## src/hw/itl_defines.svh

```systemverilog
`ifndef ITL_DEFINES_SVH
`define ITL_DEFINES_SVH

// Current magnitude width, unsigned amperes in fixed point
`define ITL_CUR_W 16
// Time limit width, counted in current-sample update periods
`define ITL_TIME_W 24
// Accumulator value after reset
`define ITL_ACC_RST 1'b0
// Flag values after reset
`define ITL_FLAG_RST 1'b0

`endif

```

## src/hw/itl_pkg.sv

```systemverilog
package itl_pkg;
  `include "itl_defines.svh"

  // Protection settings, all on the same clock as the block
  typedef struct packed {
    logic [`ITL_CUR_W-1:0] peak_lim;  // Peak current limit
    logic [`ITL_CUR_W-1:0] cont_lim;  // Continuous current limit
    logic [`ITL_TIME_W-1:0] time_lim; // Time limit in update periods
    logic fault_mode;                 // Fault instead of clamping
  } itl_cfg_s;

  // One current sample from the sense path
  typedef struct packed {
    logic valid;                  // One-cycle sample strobe
    logic [`ITL_CUR_W-1:0] cur;   // Actual output current magnitude
  } itl_smp_s;
endpackage

```

## src/hw/itl_limiter.sv

```systemverilog
`timescale 1ns/100ps
`include "itl_defines.svh"
// Functional notes
// Setpoint is (peak squared minus continuous squared) times time limit.
// Accumulator updates once per actual-current sample.
// New total is old total plus current squared minus limit squared.
// An update that would go below zero holds the total at zero.
// Reset clears the accumulator to zero.
// The updated total is compared to the setpoint after every sample.
// Total strictly above setpoint activates limiting to continuous limit.
// Limiting with command above continuous limit outputs the limit.
// Limiting with command at or below limit passes command unchanged.
// Fault mode raises a fault instead of clamping when over setpoint.
// Unsigned wide arithmetic; accumulator saturates at its maximum code.
// Status flag shows total above setpoint, cleared otherwise.
module itl_limiter #(
  parameter int CW = `ITL_CUR_W,     // Current width
  parameter int TW = `ITL_TIME_W     // Time limit width
) (
  input wire logic clk_i,                   // 250 MHz block clock
  input wire logic rstn_i,                  // Async reset, active low
  input wire itl_pkg::itl_cfg_s cfg_i,      // Limits and mode
  input wire itl_pkg::itl_smp_s smp_i,      // Actual current sample
  input wire logic [CW-1:0] cmd_i,          // Commanded current
  output logic [CW-1:0] cur_ref_o,          // Current reference out
  output logic limit_active_o,              // Total above setpoint
  output logic fault_o,                     // Sticky over-energy fault
  output logic [2*CW+TW-1:0] acc_o          // Energy accumulator
);
  import itl_pkg::*;

  localparam int SW = 2 * CW;
  localparam int AW = SW + TW;
  localparam logic [AW-1:0] ACC_MAX = {AW{1'b1}};

  logic sq_vld;
  logic [SW-1:0] act_sq;
  logic [SW-1:0] pk_sq;
  logic [SW-1:0] ct_sq;
  logic [AW-1:0] sp;
  logic [AW-1:0] acc;
  logic [AW-1:0] next_acc;
  logic [SW-1:0] sq_diff;
  logic signed [AW+1:0] sum;

  // Squares of the sampled current and both limits
  itl_sq #(.W(CW)) u_act_sq (
    .clk_i(clk_i),
    .rstn_i(rstn_i),
    .vld_i(smp_i.valid),
    .a_i(smp_i.cur),
    .vld_o(sq_vld),
    .sq_o(act_sq)
  );
  itl_sq #(.W(CW)) u_pk_sq (
    .clk_i(clk_i),
    .rstn_i(rstn_i),
    .vld_i(1'b1),
    .a_i(cfg_i.peak_lim),
    .vld_o(),
    .sq_o(pk_sq)
  );
  itl_sq #(.W(CW)) u_ct_sq (
    .clk_i(clk_i),
    .rstn_i(rstn_i),
    .vld_i(1'b1),
    .a_i(cfg_i.cont_lim),
    .vld_o(),
    .sq_o(ct_sq)
  );

  // Setpoint; a peak below the continuous limit gives a zero setpoint
  assign sq_diff = (pk_sq > ct_sq) ? pk_sq - ct_sq : '0;
  always_ff @(posedge clk_i or negedge rstn_i) begin
    if (!rstn_i) begin
      sp <= '0;
    end else begin
      sp <= sq_diff * cfg_i.time_lim;
    end
  end

  // One update period is the unit of time, so the step needs no multiply
  always_comb begin
    sum = $signed({2'b00, acc}) + $signed({{(AW-SW+2){1'b0}}, act_sq})
        - $signed({{(AW-SW+2){1'b0}}, ct_sq});
    if (sum < 0) begin
      next_acc = '0;
    end else if (sum > $signed({2'b00, ACC_MAX})) begin
      next_acc = ACC_MAX;
    end else begin
      next_acc = sum[AW-1:0];
    end
  end

  // Accumulator steps only on a squared sample
  always_ff @(posedge clk_i or negedge rstn_i) begin
    if (!rstn_i) begin
      acc <= {AW{`ITL_ACC_RST}};
    end else if (sq_vld) begin
      acc <= next_acc;
    end
  end
  assign acc_o = acc;

  // Compare the freshly updated total in the same edge as the update
  always_ff @(posedge clk_i or negedge rstn_i) begin
    if (!rstn_i) begin
      limit_active_o <= `ITL_FLAG_RST;
    end else if (sq_vld) begin
      limit_active_o <= (next_acc > sp);
    end
  end

  // Fault latches until reset; the drive must be re-armed deliberately
  always_ff @(posedge clk_i or negedge rstn_i) begin
    if (!rstn_i) begin
      fault_o <= `ITL_FLAG_RST;
    end else if (cfg_i.fault_mode && limit_active_o) begin
      fault_o <= 1'b1;
    end
  end

  // Output reference; a fault forces zero current
  always_ff @(posedge clk_i or negedge rstn_i) begin
    if (!rstn_i) begin
      cur_ref_o <= '0;
    end else if (fault_o) begin
      cur_ref_o <= '0;
    end else if (limit_active_o && !cfg_i.fault_mode
                 && cmd_i > cfg_i.cont_lim) begin
      cur_ref_o <= cfg_i.cont_lim;
    end else begin
      cur_ref_o <= cmd_i;
    end
  end

  // Checks on the energy path; all but the reset check sleep in reset

  // A peak at or below the continuous limit must leave no headroom
  a_setpoint_zero: assert property (
    @(posedge clk_i) disable iff (!rstn_i)
    (cfg_i.peak_lim <= cfg_i.cont_lim)[*3] |-> sp == '0)
    else $error("setpoint not zero with peak at or below continuous");

  // Between samples the total must not drift
  a_acc_hold: assert property (
    @(posedge clk_i) disable iff (!rstn_i)
    !sq_vld |=> $stable(acc))
    else $error("accumulator moved without a sample");

  // A sample above the continuous limit adds energy unless the total is already at full scale
  a_acc_rise: assert property (
    @(posedge clk_i) disable iff (!rstn_i)
    sq_vld && act_sq > ct_sq && acc != ACC_MAX |=> acc > $past(acc))
    else $error("accumulator did not rise above continuous current");

  // An empty total stays empty on a sample at or below the limit
  a_acc_floor: assert property (
    @(posedge clk_i) disable iff (!rstn_i)
    sq_vld && acc == '0 && act_sq <= ct_sq |=> acc == '0)
    else $error("accumulator left zero on a low sample");

  // Leaving reset, every output must already be clear
  a_reset_clear: assert property (
    @(posedge clk_i) $rose(rstn_i) |->
    acc == '0 && !limit_active_o && !fault_o && cur_ref_o == '0)
    else $error("state not clear when reset was released");

  // The flag judges the total that this very sample produced
  a_cmp_update: assert property (
    @(posedge clk_i) disable iff (!rstn_i)
    sq_vld |=> limit_active_o == (acc > $past(sp)))
    else $error("limit flag disagrees with updated total");

  // Equality with the setpoint is still within budget
  a_limit_strict: assert property (
    @(posedge clk_i) disable iff (!rstn_i)
    sq_vld && next_acc == sp |=> !limit_active_o)
    else $error("limit raised with total equal to setpoint");

  // Limiting caps a large command at the continuous limit
  a_ref_clamp: assert property (
    @(posedge clk_i) disable iff (!rstn_i)
    limit_active_o && !cfg_i.fault_mode && !fault_o
    && cmd_i > cfg_i.cont_lim |=> cur_ref_o == $past(cfg_i.cont_lim))
    else $error("reference not clamped to continuous limit");

  // A small command passes whatever the flag says
  a_ref_pass: assert property (
    @(posedge clk_i) disable iff (!rstn_i)
    !fault_o && cmd_i <= cfg_i.cont_lim |=> cur_ref_o == $past(cmd_i))
    else $error("command not passed through");

  // Over budget in fault mode, the drive must go to zero current
  a_fault_stop: assert property (
    @(posedge clk_i) disable iff (!rstn_i)
    cfg_i.fault_mode && limit_active_o |=> fault_o ##1 cur_ref_o == '0)
    else $error("fault did not stop the output");

  // Once raised, only a reset may clear the fault
  a_fault_sticky: assert property (
    @(posedge clk_i) disable iff (!rstn_i)
    fault_o |=> fault_o)
    else $error("fault cleared without reset");

  // At full scale the total pins instead of wrapping to small values
  a_acc_sat: assert property (
    @(posedge clk_i) disable iff (!rstn_i)
    sq_vld && acc == ACC_MAX && act_sq >= ct_sq |=> acc == ACC_MAX)
    else $error("accumulator wrapped past maximum");

  // The flag moves only with the total it describes
  a_limit_hold: assert property (
    @(posedge clk_i) disable iff (!rstn_i)
    !sq_vld |=> $stable(limit_active_o))
    else $error("limit flag moved without a sample");

  // Main scenarios: limiting on and off, clamping, floor, fault
  c_limit_on: cover property (@(posedge clk_i) disable iff (!rstn_i)
    $rose(limit_active_o));
  c_limit_off: cover property (@(posedge clk_i) disable iff (!rstn_i)
    $fell(limit_active_o));
  c_fault: cover property (@(posedge clk_i) disable iff (!rstn_i)
    $rose(fault_o));
  c_clamp: cover property (@(posedge clk_i) disable iff (!rstn_i)
    limit_active_o && !cfg_i.fault_mode && cmd_i > cfg_i.cont_lim);
  c_floor: cover property (@(posedge clk_i) disable iff (!rstn_i)
    acc != '0 ##1 acc == '0);
endmodule

```

## src/hw/itl_sq.sv

```systemverilog
`timescale 1ns/100ps
// Registered squarer; one cycle from operand to square
module itl_sq #(
  parameter int W = 16
) (
  input wire logic clk_i,            // Block clock
  input wire logic rstn_i,           // Async reset, active low
  input wire logic vld_i,            // Operand valid
  input wire logic [W-1:0] a_i,      // Unsigned operand
  output logic vld_o,                // Square valid, one cycle later
  output logic [2*W-1:0] sq_o        // Exact square, cannot overflow
);
  // Square is 2W bits wide, so no product bit is lost
  always_ff @(posedge clk_i or negedge rstn_i) begin
    if (!rstn_i) begin
      vld_o <= 1'b0;
      sq_o <= '0;
    end else begin
      vld_o <= vld_i;
      if (vld_i) begin
        sq_o <= a_i * a_i;
      end
    end
  end
endmodule

```

## config.mk

```make
export PLATFORM = sky130hd
export DESIGN_NAME = itl_limiter
export DESIGN_NICKNAME = d
export VERILOG_FILES = /design/src/hw/itl_pkg.sv /design/src/hw/itl_limiter.sv /design/src/hw/itl_sq.sv
export VERILOG_INCLUDE_DIRS = /design/src /design/src/hw
export SDC_FILE = /design/constraint.sdc
export NUM_CORES = 2
export LEC_CHECK = 0
export BUFFER_PORTS_ARGS = -buffer_cell sky130_fd_sc_hd__buf_2
export CAP_MARGIN = 20
export CORE_UTILIZATION = 30
export CTS_CLUSTER_DIAMETER = 50
export DETAILED_ROUTE_END_ITERATION = 12
export GPL_ROUTABILITY_DRIVEN = 0
export MAX_ROUTING_LAYER = met4
export PLACE_DENSITY = 0.44
export RECOVER_POWER = 25
export SYNTH_ARGS = -nofsm -noshare
export SYNTH_HDL_FRONTEND = slang
export SYNTH_SLANG_ARGS = --single-unit
```

## constraint.sdc

```tcl
create_clock -name clk_i -period 12.5 [get_ports clk_i]
set_input_delay 0 -clock clk_i [delete_from_list [all_inputs] [get_ports clk_i]]
set_output_delay 0 -clock clk_i [all_outputs]
set_load 0.05 [all_outputs]
```

# ---- Word-level counts from Yosys, hierarchy flattened
# Index checks and enable logic that the tools add are counted.
dict set report word_totals {
  ff_bits 227
  input_bits 92
  out_inout_bits 74
  wordCells 30
}
dict set report op_classes {
  addsub 3
  multipliers 4
  order_cmp 5
  n_mux 5
  reduce_logical 4
}
# cell count
set op_table {}
lappend op_table {{$mux W56} 2}
lappend op_table {{$mul A16 B16 Y32} 3}
lappend op_table {{$gt A58 B57 Y1 const B} 1}
lappend op_table {{$lt A58 B1 Y1 const B} 1}
lappend op_table {{$sub A57 B32 Y58} 1}
lappend op_table {{$add A56 B32 Y57} 1}
lappend op_table {{$gt A56 B56 Y1} 1}
lappend op_table {{$mul A32 B24 Y56} 1}
lappend op_table {{$gt A32 B32 Y1} 1}
lappend op_table {{$mux W16} 2}
lappend op_table {{$mux W32} 1}
lappend op_table {{$sub A32 B32 Y32} 1}
lappend op_table {{$gt A16 B16 Y1} 1}
lappend op_table {{$logic_and A1 B1 Y1} 3}
lappend op_table {{$logic_not A1 Y1} 1}

# ---- Longest topological paths before layout
dict set report depth {
  depth_word 6
  mapped_depth 40
  depth_no_buf 38
}

# ---- Hierarchy
# From an unflattened synthesis, not the netlist that was laid out.
dict set report hier_totals {
  hier_cells 7546
  area_unflattened_um2 64984.8
}
# module n_inst cells_each area_each_um2 seq_area_each_um2
set by_module_without_submodules {}
lappend by_module_without_submodules {itl_limiter 1 4712 39263.9 3253.1}
lappend by_module_without_submodules {{itl_sq (u_act_sq ...)} 2 940 8523.2 800.8}
lappend by_module_without_submodules {{itl_sq (u_pk_sq)} 1 954 8674.6 800.8}

# ---- Worst setup path before layout
# Ideal clock, no wire load.
dict set report synth_path {
  path_kind {reg2reg}
  startpoint {register u_ct_sq.sq_o[11]}
  endpoint {register sp[55]}
  setup_time_ps 126
  arrival_ps 9194
  t_required_ps 12374
  setup_slack_ps 3179
  stages_incl_launch_ff 35
  n_path_buf 3
  period_less_slack_ps 9321
  path_cell_list {dfrtp_1 -> inv_1 -> ha_1 -> a21o_1 -> a21o_1 -> a21oi_1 -> a41oi_4 -> o41ai_2 -> o21a_1 -> buf_6 -> buf_6 -> nor2_1 -> buf_2 -> and2_1 -> fa_1 -> fa_1 -> inv_1 -> fa_1 -> fa_1 -> inv_1 -> fa_1 -> fa_1 -> inv_1 -> fa_1 -> inv_1 -> ha_1 -> a2111oi_0 -> o2bb2ai_1 -> o211ai_2 -> and2_1 -> a21o_1 -> a211o_1 -> a311o_1 -> and3_1 -> a311o_1}
}
dict set report synth_via {
  elab_chain_len 3
  word_cells_on_any_way 4
  classes_between {add/sub (1); mul (1); order compare (1); mux (1)}
}
# element line
set synth_lines {}
lappend synth_lines {{start, declared} itl_sq.sv:11} ;# output logic [2*W-1:0] sq_o
lappend synth_lines {{start signal, assigned} itl_sq.sv:21} ;# sq_o <= a_i * a_i;
lappend synth_lines {{$sub A32 B32 Y32 / $gt A32 B32 Y1 (equally long branches)} itl_limiter.sv:73} ;# assign sq_diff = (pk_sq > ct_sq) ? pk_sq - ct_sq : '0;
lappend synth_lines {{$mux W32 (*)} itl_limiter.sv:73}
lappend synth_lines {{$mul A32 B24 Y56 (*)} itl_limiter.sv:78} ;# sp <= sq_diff * cfg_i.time_lim;
lappend synth_lines {{end signal, assigned} itl_limiter.sv:78}
lappend synth_lines {{end, declared} itl_limiter.sv:40} ;# logic [AW-1:0] sp;
# Every way passes the cells marked *; elsewhere a longest branch is shown, timed or not.
# A chain may end at the register's enable or synchronous reset.

# ---- Worst setup path in the final report
dict set report layout_path {
  startpoint {register u_ct_sq.sq_o[7]}
  endpoint {register sp[55]}
}
# Same word-level chain as after synthesis.

==> results.py <==
metrics = {
    "floorplan": {
        "rows": 165,
        "dieArea_sq_mm": 0.206,
        "die_h_um": 453,
        "core_sq_mm": 0.202,
        "ios": 166,
        "fp.dieW_um": 453,
        "start_util_pct": 30.2,
    },
    "yosys": {
        "netlist_area_sq_mm": 0.0611,
        "synthAdderAreaFrac_pct": 51.8,
        "yosys.area_share.xor_xnor_pct": 3.11,
        "synth-compound-area-share_pct": 8.60,
        "synth-simple-area-share_pct": 14.5,
        "ys_seq_area_share_pct": 9.17,
        "synth_most_common_cell": "inv_1",
        "synth_ff_type": "dfrtp_1",
        "synth_cells": 6888,
        "async_flop_share_pct": 100,
        "avgSynthCellArea_sq_um": 8.88,
        "synth_nets": 8801,
        "synth_top_area_share_pct": 38.7,
        "synth_top_area_cell": "fa_1",
        "synth_top_family_by_area": "adder cells",
        "synth_commonest_cells": "1720 x inv_1, 1183 x fa_1, 663 x nand2_1",
        "ys_warn_count": 0,
        "synth_area_leaders": "fa_1 39%, ha_1 13%, inv_1 11%",
        "ys_ff_latch": 224,
        "yosys.cell_types.count": 86,
        "synth_edf_count": 0,
        "muxShareOfSynthArea_pct": 0.518,
    },
    "sta": {
        "hold_viol_final": 0,
        "worst_pin_slew_ns": 5.89,
        "fin_crit_sh_pct": 88.9,
        "max_freq_mhz": 90.0,
        "rsz0062_at_grt": "no",
        "skew_ns": 0.0397,
        "finalSetupTns_ns": 0,
        "slew_headroom_pct": -293,
        "whs_ns": 0.0317,
        "finalMaxSlewViolations": 161,
        "fin_crit_ns": 11.11,
        "setup_viol": 0,
        "setup_ws_ns": 1.39,
    },
    "flow_run": {
        "drv_cap": 2,
    },
    "setup_path": {
        "cp.arrival_ns": 11.57,
        "cp-startpoint": "u_ct_sq.sq_o[7]",
        "worst-setup-path-type": "flop to flop",
        "cpMostUsedCell": "fa_1",
        "cp-end-kind": "flop",
        "slowest_stage": "nor3_4",
        "timing.rr.start": "u_ct_sq.sq_o[7]",
        "cp_max_fo": 19,
        "max_stage_delay_ns": 0.81,
        "required_ns": 12.96,
        "crit_path_start_kind": "flop",
    },
    "route": {
        "viasPerCell": 4.75,
        "met3_length_um": 7800,
        "top_layer": "met4",
        "drc_errors": 0,
        "avgRoutedWirePerCell_um": 20.3,
        "postRouteAntennaNets": 0,
        "wl_met2_um": 91400,
        "first_iter_violations": 2755,
        "drt-total-wl_um": 195000,
        "wirelength_met1_um": 92600,
        "first_pass_iters": 5,
        "num_vias": 45832,
    },
    "clock_network": {
        "clkLatencyLatePin_ns": 0.59,
        "cts_sinks": 224,
        "cts-root-buf": "clkbuf_16",
        "post_cts_buffers": 0,
        "htree_levels": 2,
        "cts_buffer_depth": 3,
        "cts_tree": "built",
        "cts.clk_slew.worst_paths_ns": 0.05,
        "cts_made_buffers": 42,
    },
    "global_route": {
        "overflow": 0,
        "grt_max_degree": 125,
        "antenna_found_initial": 18,
        "grt_pass1_vias": 48928,
        "grt_pass1_wl_um": 303000,
        "grtUsageTotal_pct": 19.8,
    },
    "layout": {
        "fin_util_pct": 33.0,
        "drive_gt1_share_pct": 4.84,
        "area_delta_synth_final_pct": 9.04,
        "fin_nets": 8839,
    },
    "placed_design": {
        "numPortBuffers": 165,
        "hpwlAfterDp_um": 156000,
        "post-place-ws_ns": 1.51,
    },
    "hold_path": {
        "holdCritStartpoint": "cfg_i[39]",
        "hold_class": "input port to flop",
    },
    "status": {
        "violations": "max-capacitance violations, max-slew violations",
        "outcome": "finished with violations",
    },
}
==> cells by family (layout without fill, tap and decap cells) <==
kind of cell | Yosys count | count (layout)
AOI/OAI and AO/OA | 800 | 800
xor gates and xnor gates | 217 | 217
adders and majority gates | 1821 | 1821
buffers and inverters | 1990 | 2061
DFF | 224 | 224
muxes | 31 | 31
other | 0 | 9
and+or+nand+nor | 1805 | 1805
==> worst max-delay path, delay by kind of cell, from the launching register on <==
family,cells,cell delay [ns]
adder cells (fa/ha/maj),9,4.28
AO/OA/AOI/OAI,13,3.94
AND/OR/NAND/NOR,6,1.64
buffers and inverters,7,0.71
flip-flops,1,0.37
==> through the flow <==
step | instance area, sq um | cells
final | 66700 | 9640
after global routing | 66600 | 9632
after CTS | 66700 | 9631
after detailed placement | 64800 | 9514
after global placement | 64800 | 9513
after floorplan | 61100 | 6888
==> final timing paths <==
| path | to | slack [ns] | depth (start not counted) |
|---|---|---|---|
| setup / recovery | sp[55] | 1.39 | 35 |
| hold / removal | u_ct_sq.sq_o[31] | 0.03 | 4 |
| setup reg to reg | sp[55] | 1.39 | 35 |
| hold reg to reg | u_act_sq.sq_o[11] | 0.52 | 1 |
| max in group asynchronous | sp[21] | 6.98 | 2 |
| min in group asynchronous | acc_o[53] | 2.13 | 2 |
==> cells in the final DEF (no fill, tap or decap), types with 81 or more instances in the layout <==
cell	count
a21o_1	151
xor2_1	81
nor2_1	278
xnor2_1	135
fa_1	1183
o21ai_0	109
ha_1	638
nand2_1	663
inv_1	1720
and2_1	449
dfrtp_1	223
buf_2	140
a21oi_1	234
==> repair_timing <==
action / 4_1_cts / 5_1_grt
hold buffers: 40 / 0
hold endpoints to repair: 124 / 0
gates resized for setup: 0 / 0
==> metal layers <==
metal	up-vias	track usage (%)
met5	-	-
met4	0	3.47
met3	138	1.31
met2	1018	31.7
met1	23601	27.9
li1	21075	-
==> sequential cells by signal (all words and copies together), names as in the netlist <==
| register | count |
|---|---|
| u_act_sq.vld_o | 1 |
| acc_o | 56 |
| cur_ref_o | 16 |
| u_ct_sq.sq_o | 31 |
| sp | 56 |
| limit_active_o | 1 |
| u_act_sq.sq_o | 31 |
| fault_o | 1 |
| u_pk_sq.sq_o | 31 |
==> layout make-up <==
cell class / instances / area [sq um]
diodes: 9 / 22.5
clock buffers: 51 / 1140
clock inverters: 26 / 339
fillers: 21474 / 136000
inverters: 1733 / 6500
multi-input cells: 4674 / 48100
flip-flops and latches: 224 / 5610
well taps: 2672 / 3340
repair buffers: 251 / 1580
Power is not shown: default switching activity piles up to over one toggle a cycle in this logic, so the estimate is an artifact.
